===== src/rcf_regs.svh =====
`ifndef RCF_REGS_SVH
`define RCF_REGS_SVH

// Register offsets on the plain register port
`define RCF_ADDR_W          4
`define RCF_OFF_CAUSE       4'h0
`define RCF_OFF_EVT_STAT    4'h1
`define RCF_OFF_EVT_MASK    4'h2

// Reset cause register field positions
`define RCF_BIT_STK_OVF     3'h7
`define RCF_BIT_STK_UNF     3'h6
`define RCF_BIT_EXT_PIN     3'h3
`define RCF_BIT_RST_INSTR   3'h2
`define RCF_BIT_POR         3'h1
`define RCF_BIT_BOR         3'h0

// Reset cause register reset value and implemented bits
`define RCF_CAUSE_RST       8'h0C
`define RCF_CAUSE_IMPL      8'hCF

// Event status and mask bit positions
`define RCF_NUM_EVT         6
`define RCF_EVT_BOR         3'h0
`define RCF_EVT_POR         3'h1
`define RCF_EVT_RST_INSTR   3'h2
`define RCF_EVT_EXT_PIN     3'h3
`define RCF_EVT_STK_UNF     3'h4
`define RCF_EVT_STK_OVF     3'h5
`define RCF_EVT_STAT_RST    6'h00
`define RCF_EVT_MASK_RST    6'h00

`endif


===== src/rcf_pkg.sv =====
package rcf_pkg;

	typedef logic [7:0] rcf_byte_t;
	typedef logic [5:0] rcf_evt_vec_t;

	typedef struct packed {
		logic       stack_overflow_flag;
		logic       stack_underflow_flag;
		logic [1:0] unimpl;
		logic       ext_pin_reset_flag;
		logic       reset_instruction_flag;
		logic       power_on_reset_flag;
		logic       brown_out_reset_flag;
	} rcf_cause_t;

endpackage : rcf_pkg


===== src/rcf_irq_if.sv =====
`timescale 1ns/1ns
`default_nettype none

interface rcf_irq_if;
	rcf_pkg::rcf_evt_vec_t evt;
	rcf_pkg::rcf_evt_vec_t w1c;
	logic                  mask_we;
	rcf_pkg::rcf_evt_vec_t mask_wdata;
	rcf_pkg::rcf_evt_vec_t status;
	rcf_pkg::rcf_evt_vec_t mask;
	logic                  irq;

	modport ctl (
		output evt,
		output w1c,
		output mask_we,
		output mask_wdata,
		input  status,
		input  mask,
		input  irq
	);

	modport irq_side (
		input  evt,
		input  w1c,
		input  mask_we,
		input  mask_wdata,
		output status,
		output mask,
		output irq
	);
endinterface : rcf_irq_if

`default_nettype wire


===== src/rcf_sync.sv =====
`timescale 1ns/1ns
`default_nettype none

module rcf_sync #(
	parameter int               WIDTH   = 1,
	parameter logic [WIDTH-1:0] RST_VAL = {WIDTH{1'b1}}
) (
	input  wire logic             core_clk_i,
	input  wire logic             arst_n_i,
	input  wire logic [WIDTH-1:0] async_i,
	output logic      [WIDTH-1:0] sync_o
);

	genvar g;
	generate
		for (g = 0; g < WIDTH; g++)
		begin : g_bit
			logic meta_r;
			logic stable_r;
			// First stage feeds only the second stage
			always_ff @(posedge core_clk_i or negedge arst_n_i)
			begin
				if (!arst_n_i)
				begin
					meta_r   <= RST_VAL[g];
					stable_r <= RST_VAL[g];
				end
				else
				begin
					meta_r   <= async_i[g];
					stable_r <= meta_r;
				end
			end
			assign sync_o[g] = stable_r;
		end
	endgenerate

endmodule : rcf_sync

`default_nettype wire


===== src/rcf_evt_irq.sv =====
`timescale 1ns/1ns
`default_nettype none
`include "rcf_regs.svh"

module rcf_evt_irq (
	input  wire logic core_clk_i,
	input  wire logic arst_n_i,
	rcf_irq_if.irq_side bus
);

	rcf_pkg::rcf_evt_vec_t status_r;
	rcf_pkg::rcf_evt_vec_t mask_r;

	// New event beats a write-one-to-clear in the same cycle
	always_ff @(posedge core_clk_i or negedge arst_n_i)
	begin
		if (!arst_n_i)
			status_r <= `RCF_EVT_STAT_RST;
		else
			status_r <= (status_r & ~bus.w1c) | bus.evt;
	end

	always_ff @(posedge core_clk_i or negedge arst_n_i)
	begin
		if (!arst_n_i)
			mask_r <= `RCF_EVT_MASK_RST;
		else if (bus.mask_we)
			mask_r <= bus.mask_wdata;
	end

	assign bus.status = status_r;
	assign bus.mask   = mask_r;
	assign bus.irq    = |(status_r & mask_r);

	property p_evt_sticky;
		@(posedge core_clk_i) disable iff (!arst_n_i)
		(bus.evt != 6'h00) |=> ((status_r & $past(bus.evt)) == $past(bus.evt));
	endproperty
	a_evt_sticky : assert property (p_evt_sticky)
		else $error("event status bit not set after its event");

endmodule : rcf_evt_irq

`default_nettype wire


===== src/rcf_top.sv =====
`timescale 1ns/1ns
`default_nettype none
`include "rcf_regs.svh"

module rcf_top (
	input  wire logic                   core_clk_i,
	input  wire logic                   arst_n_i,
	input  wire logic [`RCF_ADDR_W-1:0] addr_i,
	input  wire logic [7:0]             wr_data_i,
	input  wire logic                   wr_i,
	input  wire logic                   rd_i,
	output logic      [7:0]             rd_data_o,
	input  wire logic                   stk_ovf_evt_i,
	input  wire logic                   stk_unf_evt_i,
	input  wire logic                   reset_instr_evt_i,
	input  wire logic                   por_evt_i,
	input  wire logic                   bor_evt_i,
	input  wire logic                   external_reset_pin_n_i,
	output logic      [7:0]             cause_flags_o,
	output logic                        irq_o
);

	function automatic logic addr_hit(
		input logic [`RCF_ADDR_W-1:0] addr,
		input logic [`RCF_ADDR_W-1:0] offset
	);
		addr_hit = (addr == offset);
	endfunction : addr_hit

	logic                  cause_we;
	logic                  stat_we;
	logic                  mask_we;
	logic                  ovf_r;
	logic                  unf_r;
	logic                  ext_r;
	logic                  ri_r;
	logic                  por_r;
	logic                  bor_r;
	logic                  pin_n_sync;
	logic                  pin_n_hist_r;
	logic                  ext_evt;
	rcf_pkg::rcf_cause_t   cause;
	rcf_pkg::rcf_byte_t    rd_mux;
	rcf_pkg::rcf_byte_t    rd_data_r;
	rcf_pkg::rcf_evt_vec_t evt_vec;

	rcf_irq_if irq_bus ();

	assign cause_we = wr_i && addr_hit(addr_i, `RCF_OFF_CAUSE);
	assign stat_we  = wr_i && addr_hit(addr_i, `RCF_OFF_EVT_STAT);
	assign mask_we  = wr_i && addr_hit(addr_i, `RCF_OFF_EVT_MASK);

	// External reset pin is asynchronous to the core clock
	rcf_sync #(
		.WIDTH   (1),
		.RST_VAL (1'b1)
	) u_pin_sync (
		.core_clk_i (core_clk_i),
		.arst_n_i   (arst_n_i),
		.async_i    (external_reset_pin_n_i),
		.sync_o     (pin_n_sync)
	);

	always_ff @(posedge core_clk_i or negedge arst_n_i)
	begin
		if (!arst_n_i)
			pin_n_hist_r <= 1'b1;
		else
			pin_n_hist_r <= pin_n_sync;
	end

	// One pulse per assertion, so a held pin does not fight firmware
	assign ext_evt = pin_n_hist_r && !pin_n_sync;

	// Flags are only reset by the block's own power-up reset, so the
	// cause survives the system resets it is meant to record.
	always_ff @(posedge core_clk_i or negedge arst_n_i)
	begin
		if (!arst_n_i)
			ovf_r <= 1'(`RCF_CAUSE_RST >> `RCF_BIT_STK_OVF);
		else if (stk_ovf_evt_i)
			ovf_r <= 1'b1;
		else if (cause_we)
			ovf_r <= wr_data_i[`RCF_BIT_STK_OVF];
	end

	always_ff @(posedge core_clk_i or negedge arst_n_i)
	begin
		if (!arst_n_i)
			unf_r <= 1'(`RCF_CAUSE_RST >> `RCF_BIT_STK_UNF);
		else if (stk_unf_evt_i)
			unf_r <= 1'b1;
		else if (cause_we)
			unf_r <= wr_data_i[`RCF_BIT_STK_UNF];
	end

	always_ff @(posedge core_clk_i or negedge arst_n_i)
	begin
		if (!arst_n_i)
			ext_r <= 1'(`RCF_CAUSE_RST >> `RCF_BIT_EXT_PIN);
		else if (ext_evt)
			ext_r <= 1'b0;
		else if (cause_we)
			ext_r <= wr_data_i[`RCF_BIT_EXT_PIN];
	end

	always_ff @(posedge core_clk_i or negedge arst_n_i)
	begin
		if (!arst_n_i)
			ri_r <= 1'(`RCF_CAUSE_RST >> `RCF_BIT_RST_INSTR);
		else if (reset_instr_evt_i)
			ri_r <= 1'b0;
		else if (cause_we)
			ri_r <= wr_data_i[`RCF_BIT_RST_INSTR];
	end

	always_ff @(posedge core_clk_i or negedge arst_n_i)
	begin
		if (!arst_n_i)
			por_r <= 1'(`RCF_CAUSE_RST >> `RCF_BIT_POR);
		else if (por_evt_i)
			por_r <= 1'b0;
		else if (cause_we)
			por_r <= wr_data_i[`RCF_BIT_POR];
	end

	always_ff @(posedge core_clk_i or negedge arst_n_i)
	begin
		if (!arst_n_i)
			bor_r <= 1'(`RCF_CAUSE_RST >> `RCF_BIT_BOR);
		else if (bor_evt_i)
			bor_r <= 1'b0;
		else if (cause_we)
			bor_r <= wr_data_i[`RCF_BIT_BOR];
	end

	always_comb
	begin
		cause                        = '0;
		cause.stack_overflow_flag    = ovf_r;
		cause.stack_underflow_flag   = unf_r;
		cause.unimpl                 = 2'h0;
		cause.ext_pin_reset_flag     = ext_r;
		cause.reset_instruction_flag = ri_r;
		cause.power_on_reset_flag    = por_r;
		cause.brown_out_reset_flag   = bor_r;
	end

	assign cause_flags_o = cause;

	// Every recorded cause also raises a sticky interrupt event
	always_comb
	begin
		evt_vec                     = '0;
		evt_vec[`RCF_EVT_BOR]       = bor_evt_i;
		evt_vec[`RCF_EVT_POR]       = por_evt_i;
		evt_vec[`RCF_EVT_RST_INSTR] = reset_instr_evt_i;
		evt_vec[`RCF_EVT_EXT_PIN]   = ext_evt;
		evt_vec[`RCF_EVT_STK_UNF]   = stk_unf_evt_i;
		evt_vec[`RCF_EVT_STK_OVF]   = stk_ovf_evt_i;
	end

	assign irq_bus.evt        = evt_vec;
	assign irq_bus.w1c        = stat_we ? wr_data_i[`RCF_NUM_EVT-1:0] : 6'h00;
	assign irq_bus.mask_we    = mask_we;
	assign irq_bus.mask_wdata = wr_data_i[`RCF_NUM_EVT-1:0];

	rcf_evt_irq u_evt_irq (
		.core_clk_i (core_clk_i),
		.arst_n_i   (arst_n_i),
		.bus        (irq_bus.irq_side)
	);

	assign irq_o = irq_bus.irq;

	always_comb
	begin
		rd_mux = 8'h00;
		if (addr_hit(addr_i, `RCF_OFF_CAUSE))
			rd_mux = cause & `RCF_CAUSE_IMPL;
		else if (addr_hit(addr_i, `RCF_OFF_EVT_STAT))
			rd_mux = {2'h0, irq_bus.status};
		else if (addr_hit(addr_i, `RCF_OFF_EVT_MASK))
			rd_mux = {2'h0, irq_bus.mask};
	end

	// Read data valid only in the cycle after the strobe
	always_ff @(posedge core_clk_i or negedge arst_n_i)
	begin
		if (!arst_n_i)
			rd_data_r <= 8'h00;
		else if (rd_i)
			rd_data_r <= rd_mux;
		else
			rd_data_r <= 8'h00;
	end

	assign rd_data_o = rd_data_r;

	logic cause_rd_q;
	always_ff @(posedge core_clk_i or negedge arst_n_i)
	begin
		if (!arst_n_i)
			cause_rd_q <= 1'b0;
		else
			cause_rd_q <= rd_i && addr_hit(addr_i, `RCF_OFF_CAUSE);
	end

	property p_cause_read;
		@(posedge core_clk_i) disable iff (!arst_n_i)
		cause_rd_q |-> (rd_data_o[7] == $past(ovf_r)) && (rd_data_o[6] == $past(unf_r))
			&& (rd_data_o[3] == $past(ext_r)) && (rd_data_o[2] == $past(ri_r))
			&& (rd_data_o[1] == $past(por_r)) && (rd_data_o[0] == $past(bor_r));
	endproperty
	a_cause_read : assert property (p_cause_read)
		else $error("reset cause read data do not match flags");

	property p_ovf_set;
		@(posedge core_clk_i) disable iff (!arst_n_i)
		stk_ovf_evt_i |=> cause_flags_o[7] ##1 (cause_flags_o[7] || $past(cause_we));
	endproperty
	a_ovf_set : assert property (p_ovf_set)
		else $error("stack overflow flag not set or not held");

	property p_unf_hold;
		@(posedge core_clk_i) disable iff (!arst_n_i)
		(unf_r && !cause_we) |=> unf_r;
	endproperty
	a_unf_hold : assert property (p_unf_hold)
		else $error("stack underflow flag dropped without a write");

	property p_unimpl_zero;
		@(posedge core_clk_i) disable iff (!arst_n_i)
		(rd_i && addr_hit(addr_i, `RCF_OFF_CAUSE)) |=> (rd_data_o[5:4] == 2'h0);
	endproperty
	a_unimpl_zero : assert property (p_unimpl_zero)
		else $error("unimplemented cause bits read nonzero");

	property p_ext_clear;
		@(posedge core_clk_i) disable iff (!arst_n_i)
		($fell(pin_n_sync) && !cause_we) |-> ##1 !ext_r [*1];
	endproperty
	a_ext_clear : assert property (p_ext_clear)
		else $error("external pin reset did not clear its flag");

	property p_ri_clear;
		@(posedge core_clk_i) disable iff (!arst_n_i)
		reset_instr_evt_i |=> !cause_flags_o[2];
	endproperty
	a_ri_clear : assert property (p_ri_clear)
		else $error("reset instruction did not clear its flag");

	property p_por_clear;
		@(posedge core_clk_i) disable iff (!arst_n_i)
		por_evt_i |=> !por_r;
	endproperty
	a_por_clear : assert property (p_por_clear)
		else $error("power-on reset did not clear its flag");

	property p_bor_clear;
		@(posedge core_clk_i) disable iff (!arst_n_i)
		bor_evt_i |=> !bor_r;
	endproperty
	a_bor_clear : assert property (p_bor_clear)
		else $error("brown-out flag set while a brown-out was reported");

	logic stk_ovf_evt_q;
	logic bor_evt_q;
	always_ff @(posedge core_clk_i or negedge arst_n_i)
	begin
		if (!arst_n_i)
		begin
			stk_ovf_evt_q <= 1'b0;
			bor_evt_q     <= 1'b0;
		end
		else
		begin
			stk_ovf_evt_q <= stk_ovf_evt_i;
			bor_evt_q     <= bor_evt_i;
		end
	end

	property p_hw_wins;
		@(posedge core_clk_i) disable iff (!arst_n_i)
		(cause_we && ((stk_ovf_evt_i && !wr_data_i[7]) || (bor_evt_i && wr_data_i[0])))
			|=> (!stk_ovf_evt_q || ovf_r) && (!bor_evt_q || !bor_r);
	endproperty
	a_hw_wins : assert property (p_hw_wins)
		else $error("firmware write overrode a same-cycle hardware event");

	property p_ovf_hold;
		@(posedge core_clk_i) disable iff (!arst_n_i)
		(ovf_r && !cause_we) |=> ovf_r;
	endproperty
	a_ovf_hold : assert property (p_ovf_hold)
		else $error("stack overflow flag dropped without a write");

	property p_cause_write;
		@(posedge core_clk_i) disable iff (!arst_n_i)
		(cause_we && (evt_vec == 6'h00))
			|=> (cause_flags_o == ($past(wr_data_i) & `RCF_CAUSE_IMPL));
	endproperty
	a_cause_write : assert property (p_cause_write)
		else $error("reset cause write did not land");

	property p_ext_hold;
		@(posedge core_clk_i) disable iff (!arst_n_i)
		(!ext_r && !cause_we) |=> !ext_r;
	endproperty
	a_ext_hold : assert property (p_ext_hold)
		else $error("external pin flag set without a write");

	property p_ri_hold;
		@(posedge core_clk_i) disable iff (!arst_n_i)
		(!ri_r && !cause_we) |=> !ri_r;
	endproperty
	a_ri_hold : assert property (p_ri_hold)
		else $error("reset instruction flag set without a write");

	property p_por_hold;
		@(posedge core_clk_i) disable iff (!arst_n_i)
		(!por_r && !cause_we) |=> !por_r;
	endproperty
	a_por_hold : assert property (p_por_hold)
		else $error("power-on flag set without a write");

	property p_bor_hold;
		@(posedge core_clk_i) disable iff (!arst_n_i)
		(!bor_r && !cause_we) |=> !bor_r;
	endproperty
	a_bor_hold : assert property (p_bor_hold)
		else $error("brown-out flag set without a write");

	property p_irq_level;
		@(posedge core_clk_i) disable iff (!arst_n_i)
		irq_o |-> ((irq_bus.status & irq_bus.mask) != 6'h00);
	endproperty
	a_irq_level : assert property (p_irq_level)
		else $error("interrupt high with no unmasked event");

endmodule : rcf_top

`default_nettype wire


===== config.mk =====
export PLATFORM = sky130hd
export DESIGN_NAME = rcf_top
export DESIGN_NICKNAME = d
export VERILOG_FILES = /design/src/rcf_pkg.sv /design/src/rcf_irq_if.sv /design/src/rcf_sync.sv /design/src/rcf_evt_irq.sv /design/src/rcf_top.sv
export VERILOG_INCLUDE_DIRS = /design/src
export SDC_FILE = /design/constraint.sdc
export NUM_CORES = 1
export LEC_CHECK = 0
export BUFFER_PORTS_ARGS = -buffer_cell sky130_fd_sc_hd__buf_2
export CAP_MARGIN = 20
export CORE_MARGIN = 1.5
export CORE_UTILIZATION = 40
export CTS_CLUSTER_DIAMETER = 100
export DETAILED_ROUTE_END_ITERATION = 16
export PLACE_DENSITY = 0.77
export SYNTH_ARGS = -nofsm -noshare
export SYNTH_HDL_FRONTEND = slang
export SYNTH_SLANG_ARGS = --single-unit

===== constraint.sdc =====
create_clock -name core_clk_i -period 1.05 [get_ports core_clk_i]
set_input_delay 0.105 -clock core_clk_i [delete_from_list [all_inputs] [get_ports core_clk_i]]
set_output_delay 0.105 -clock core_clk_i [all_outputs]
set_load 0.01 [all_outputs]

==> impl_metrics.tcl <==
set metrics [dict create \
    fin_crit_sh 1.20 \
    place_ws_ns -0.133 \
    fin_skew_ns 0.00912 \
    grt_pass1_vias 1140 \
    firstDrtPassIters 4 \
    p_per_area_mw_per_mm2 1260 \
    vias 1079 \
    fmax_ghz 0.792 \
    ant_nets 0 \
    initial_core_util 0.427 \
    syn2layout_area_growth_pct 43.7 \
    placed_cell_area_mm2 0.00160 \
    ir_drop_uv 825 \
    rows 20 \
    htree_num_levels 2 \
    drv_cap 0 \
    clockBufferDepth 2 \
    avgSynthCellArea_um2 11.6 \
    synthDistinctLibCells 22 \
    setup_viol 4 \
    ios 39 \
    wl_per_cell_um 13.7 \
    grt_max_degree 30 \
    min-delay-path-class "in2reg" \
    rsz0062_at_grt "true" \
    ys_ff_latch 29 \
    fin_cells 224 \
    pwr-share-comb 0.180 \
    setup_tns_ns -0.467 \
    drtIter0Drc 46 \
    cp-end-kind "output port" \
    coreArea_mm2 0.00308 \
    clkLatencyLatePin_ns 0.33 \
    yosysSeqAreaShare 0.557 \
    cts_tree "yes" \
    nNetsFinal 201 \
    clockPowerShare 0.295 \
    cts_buffers 5 \
    period_needed_ns 1.26 \
    drv_slew 0 \
    arrival_ns 1.16 \
    placedCellCount 197 \
    die_w_um 60.3 \
    p_int_mw 1.77 \
    cp.required_ns 0.94 \
    violations "setup timing" \
    synth_area_mm2 0.00132 \
    wl_um 3070 \
    yosys_warnings 0 \
    grt_pass1_wl_um 4820 \
    setup_ws_ns -0.212 \
    critPathMaxFanout 2 \
    hold_violations 0 \
    switchingPower_uw 607 \
    viasPerCell 4.82 \
    final_area_mm2 0.00189 \
    timing.hold.ws_ns 0.0343 \
    fp.dieArea_mm2 0.00364 \
    drcViolationCount 0 \
    status "complete, but fails checks" \
    antenna_cells 0 \
    overflow 0 \
    grt_antenna_before_repair 0 \
    cts_num_sinks 29 \
    root_buffer "clkbuf_4" \
    place.gp.congestion 0.818 \
    drive_gt1_frac 0.511 \
    syn_inst 113 \
    p_leak_nw 0.878 \
    switching_share 0.255 \
    crit_type "reg2out" \
    port-buffer-count 36 \
    p_seq_frac 0.526 \
    die_y_um 60.3 \
    cts.clk_slew.worst_paths_ns 0.08 \
    dp_hpwl_um 2110 \
    critPathLaunchType "flop" \
    track_usage 0.186 \
]
==> metal layers <==
metal / global-route usage / routed length, um / up-vias
li1: - / - / 508
met1: 0.198 / 1110 / 521
met2: 0.318 / 1710 / 45
met3: 0.0704 / 218 / 5
met4: 0.0984 / 38 / 0
met5: 0 / 0 / -
==> layout by cell type (no fill, tap or decap) <==
| cell type | count |
|---|---|
| buf_2 | 34 |
| dfrtp_1 | 24 |
| buf_4 | 20 |
| mux2i_1 | 10 |
| dlygate4sd3_1 | 8 |
| nand2b_1 | 7 |
| nor2_1 | 7 |
| nand2_1 | 7 |
| buf_6 | 7 |
| nand3_1 | 6 |
| mux2_2 | 6 |
| a21o_1 | 5 |
| clkbuf_4 | 5 |
| dfstp_2 | 5 |
| or2_4 | 3 |
| a21oi_2 | 3 |
| a22oi_2 | 3 |
| nor3b_4 | 2 |
| nor2b_1 | 2 |
| nor4b_1 | 2 |
| a22oi_1 | 2 |
| conb_1 | 2 |
| clkbuf_1 | 2 |
| inv_1 | 1 |
| and3_1 | 1 |
| o21ai_0 | 1 |
| or2_2 | 1 |
| a21oi_1 | 1 |
| nand2_2 | 1 |
| clkbuf_8 | 1 |
| buf_12 | 1 |
==> worst paths after layout <==
kind	startpoint	end	slack, ns	depth (start not counted)
min reg2reg	u_pin_sync.g_bit[0].meta_r	u_pin_sync.sync_o	0.36	0
max	u_evt_irq.bus.status[1]	irq_o	-0.21	3
min	wr_data_i[5]	u_evt_irq.bus.mask[5]	0.03	2
max reg2reg	u_evt_irq.bus.status[1]	rd_data_o[1]	-0.02	5
max in group asynchronous	arst_n_i	u_pin_sync.g_bit[0].meta_r	0.43	3
min in group asynchronous	arst_n_i	rd_data_o[4]	0.30	3
==> cell usage after synthesis <==
library cell | n | area [um^2]
a21o_1 | 5 | 37.5
nand2_1 | 8 | 30.0
inv_1 | 1 | 3.75
nand2b_1 | 7 | 43.8
or2_2 | 4 | 25.0
nand3_1 | 6 | 30.0
and3_1 | 1 | 6.26
buf_2 | 3 | 15.0
dfstp_2 | 5 | 131
mux2i_1 | 10 | 100
o21ai_0 | 1 | 5.00
nor4b_1 | 2 | 17.5
a22oi_1 | 5 | 37.5
a21oi_1 | 4 | 20.0
nor2_1 | 7 | 26.3
dfrtp_1 | 24 | 601
nor3b_4 | 2 | 37.5
mux2_2 | 6 | 67.6
nor2b_1 | 2 | 12.5
clkbuf_1 | 1 | 3.75
buf_4 | 8 | 60.1
conb_1 | 1 | 3.75
==> flip-flops by register name (all words and copies together), names as in the netlist <==
| register | cells |
|---|---|
| rd_data_o | 8 |
| u_evt_irq.bus.mask | 6 |
| u_evt_irq.bus.status | 6 |
| bor_r | 1 |
| ext_r | 1 |
| ovf_r | 1 |
| pin_n_hist_r | 1 |
| por_r | 1 |
| ri_r | 1 |
| u_pin_sync.g_bit.meta_r | 1 |
| u_pin_sync.sync_o | 1 |
| unf_r | 1 |
==> logic make-up (layout without fill, tap and decap cells) <==
logic type,count (synthesis),after routing,share of synthesized area
buf+inv,13,79,0.0628
compound gates,15,15,0.0761
flops,29,29,0.557
simple gates,39,39,0.174
other cells,1,2,0.00285
mux,16,16,0.127
==> layout make-up <==
cell class / instances / area [um^2]
multi-input cells: 72 / 541
flip-flops and latches: 29 / 732
fillers: 262 / 1190
clock buffers: 8 / 58.8
well taps: 44 / 55.1
repair buffers: 70 / 499
inverters: 1 / 3.75
==> repair_timing <==
| action | CTS | global route |
|---|---|---|
| endpoints found under the hold margin | 31 | 0 |
| buffers inserted | 7 | 4 |
| pin swaps | 5 | 2 |
| hold buffers | 8 | 0 |
| resized for setup | 9 | 7 |
| setup endpoints to repair | 5 | 7 |
==> worst max-delay path, stage by stage, from the launching register on <==
cell,delay (ns)
dfrtp_1,0.42
a22oi_2,0.16
nand3_1,0.10
buf_2,0.15
==> power by group through the flow <==
| stage | combinational, mW | sequential, mW | clock (mW) |
|---|---|---|---|
| 6_report | 0.428 | 1.25 | 0.701 |
| 5_1_grt | 0.465 | 1.26 | 0.768 |
| 4_1_cts | 0.408 | 1.24 | 0.717 |
| 3_5_place_dp | 0.322 | 1.27 | 0 |
| 3_3_place_gp | 0.309 | 1.26 | 0 |
| 2_1_floorplan | 0.177 | 1.26 | 0 |
==> per-stage QoR <==
stage               power [mW]   util
floorplan                 1.43      -
global placement          1.57  0.521
detailed placement        1.59  0.521
CTS                       2.37  0.595
global route              2.49  0.614
finish                    2.38  0.614
Power figures use the tool's default switching activity.
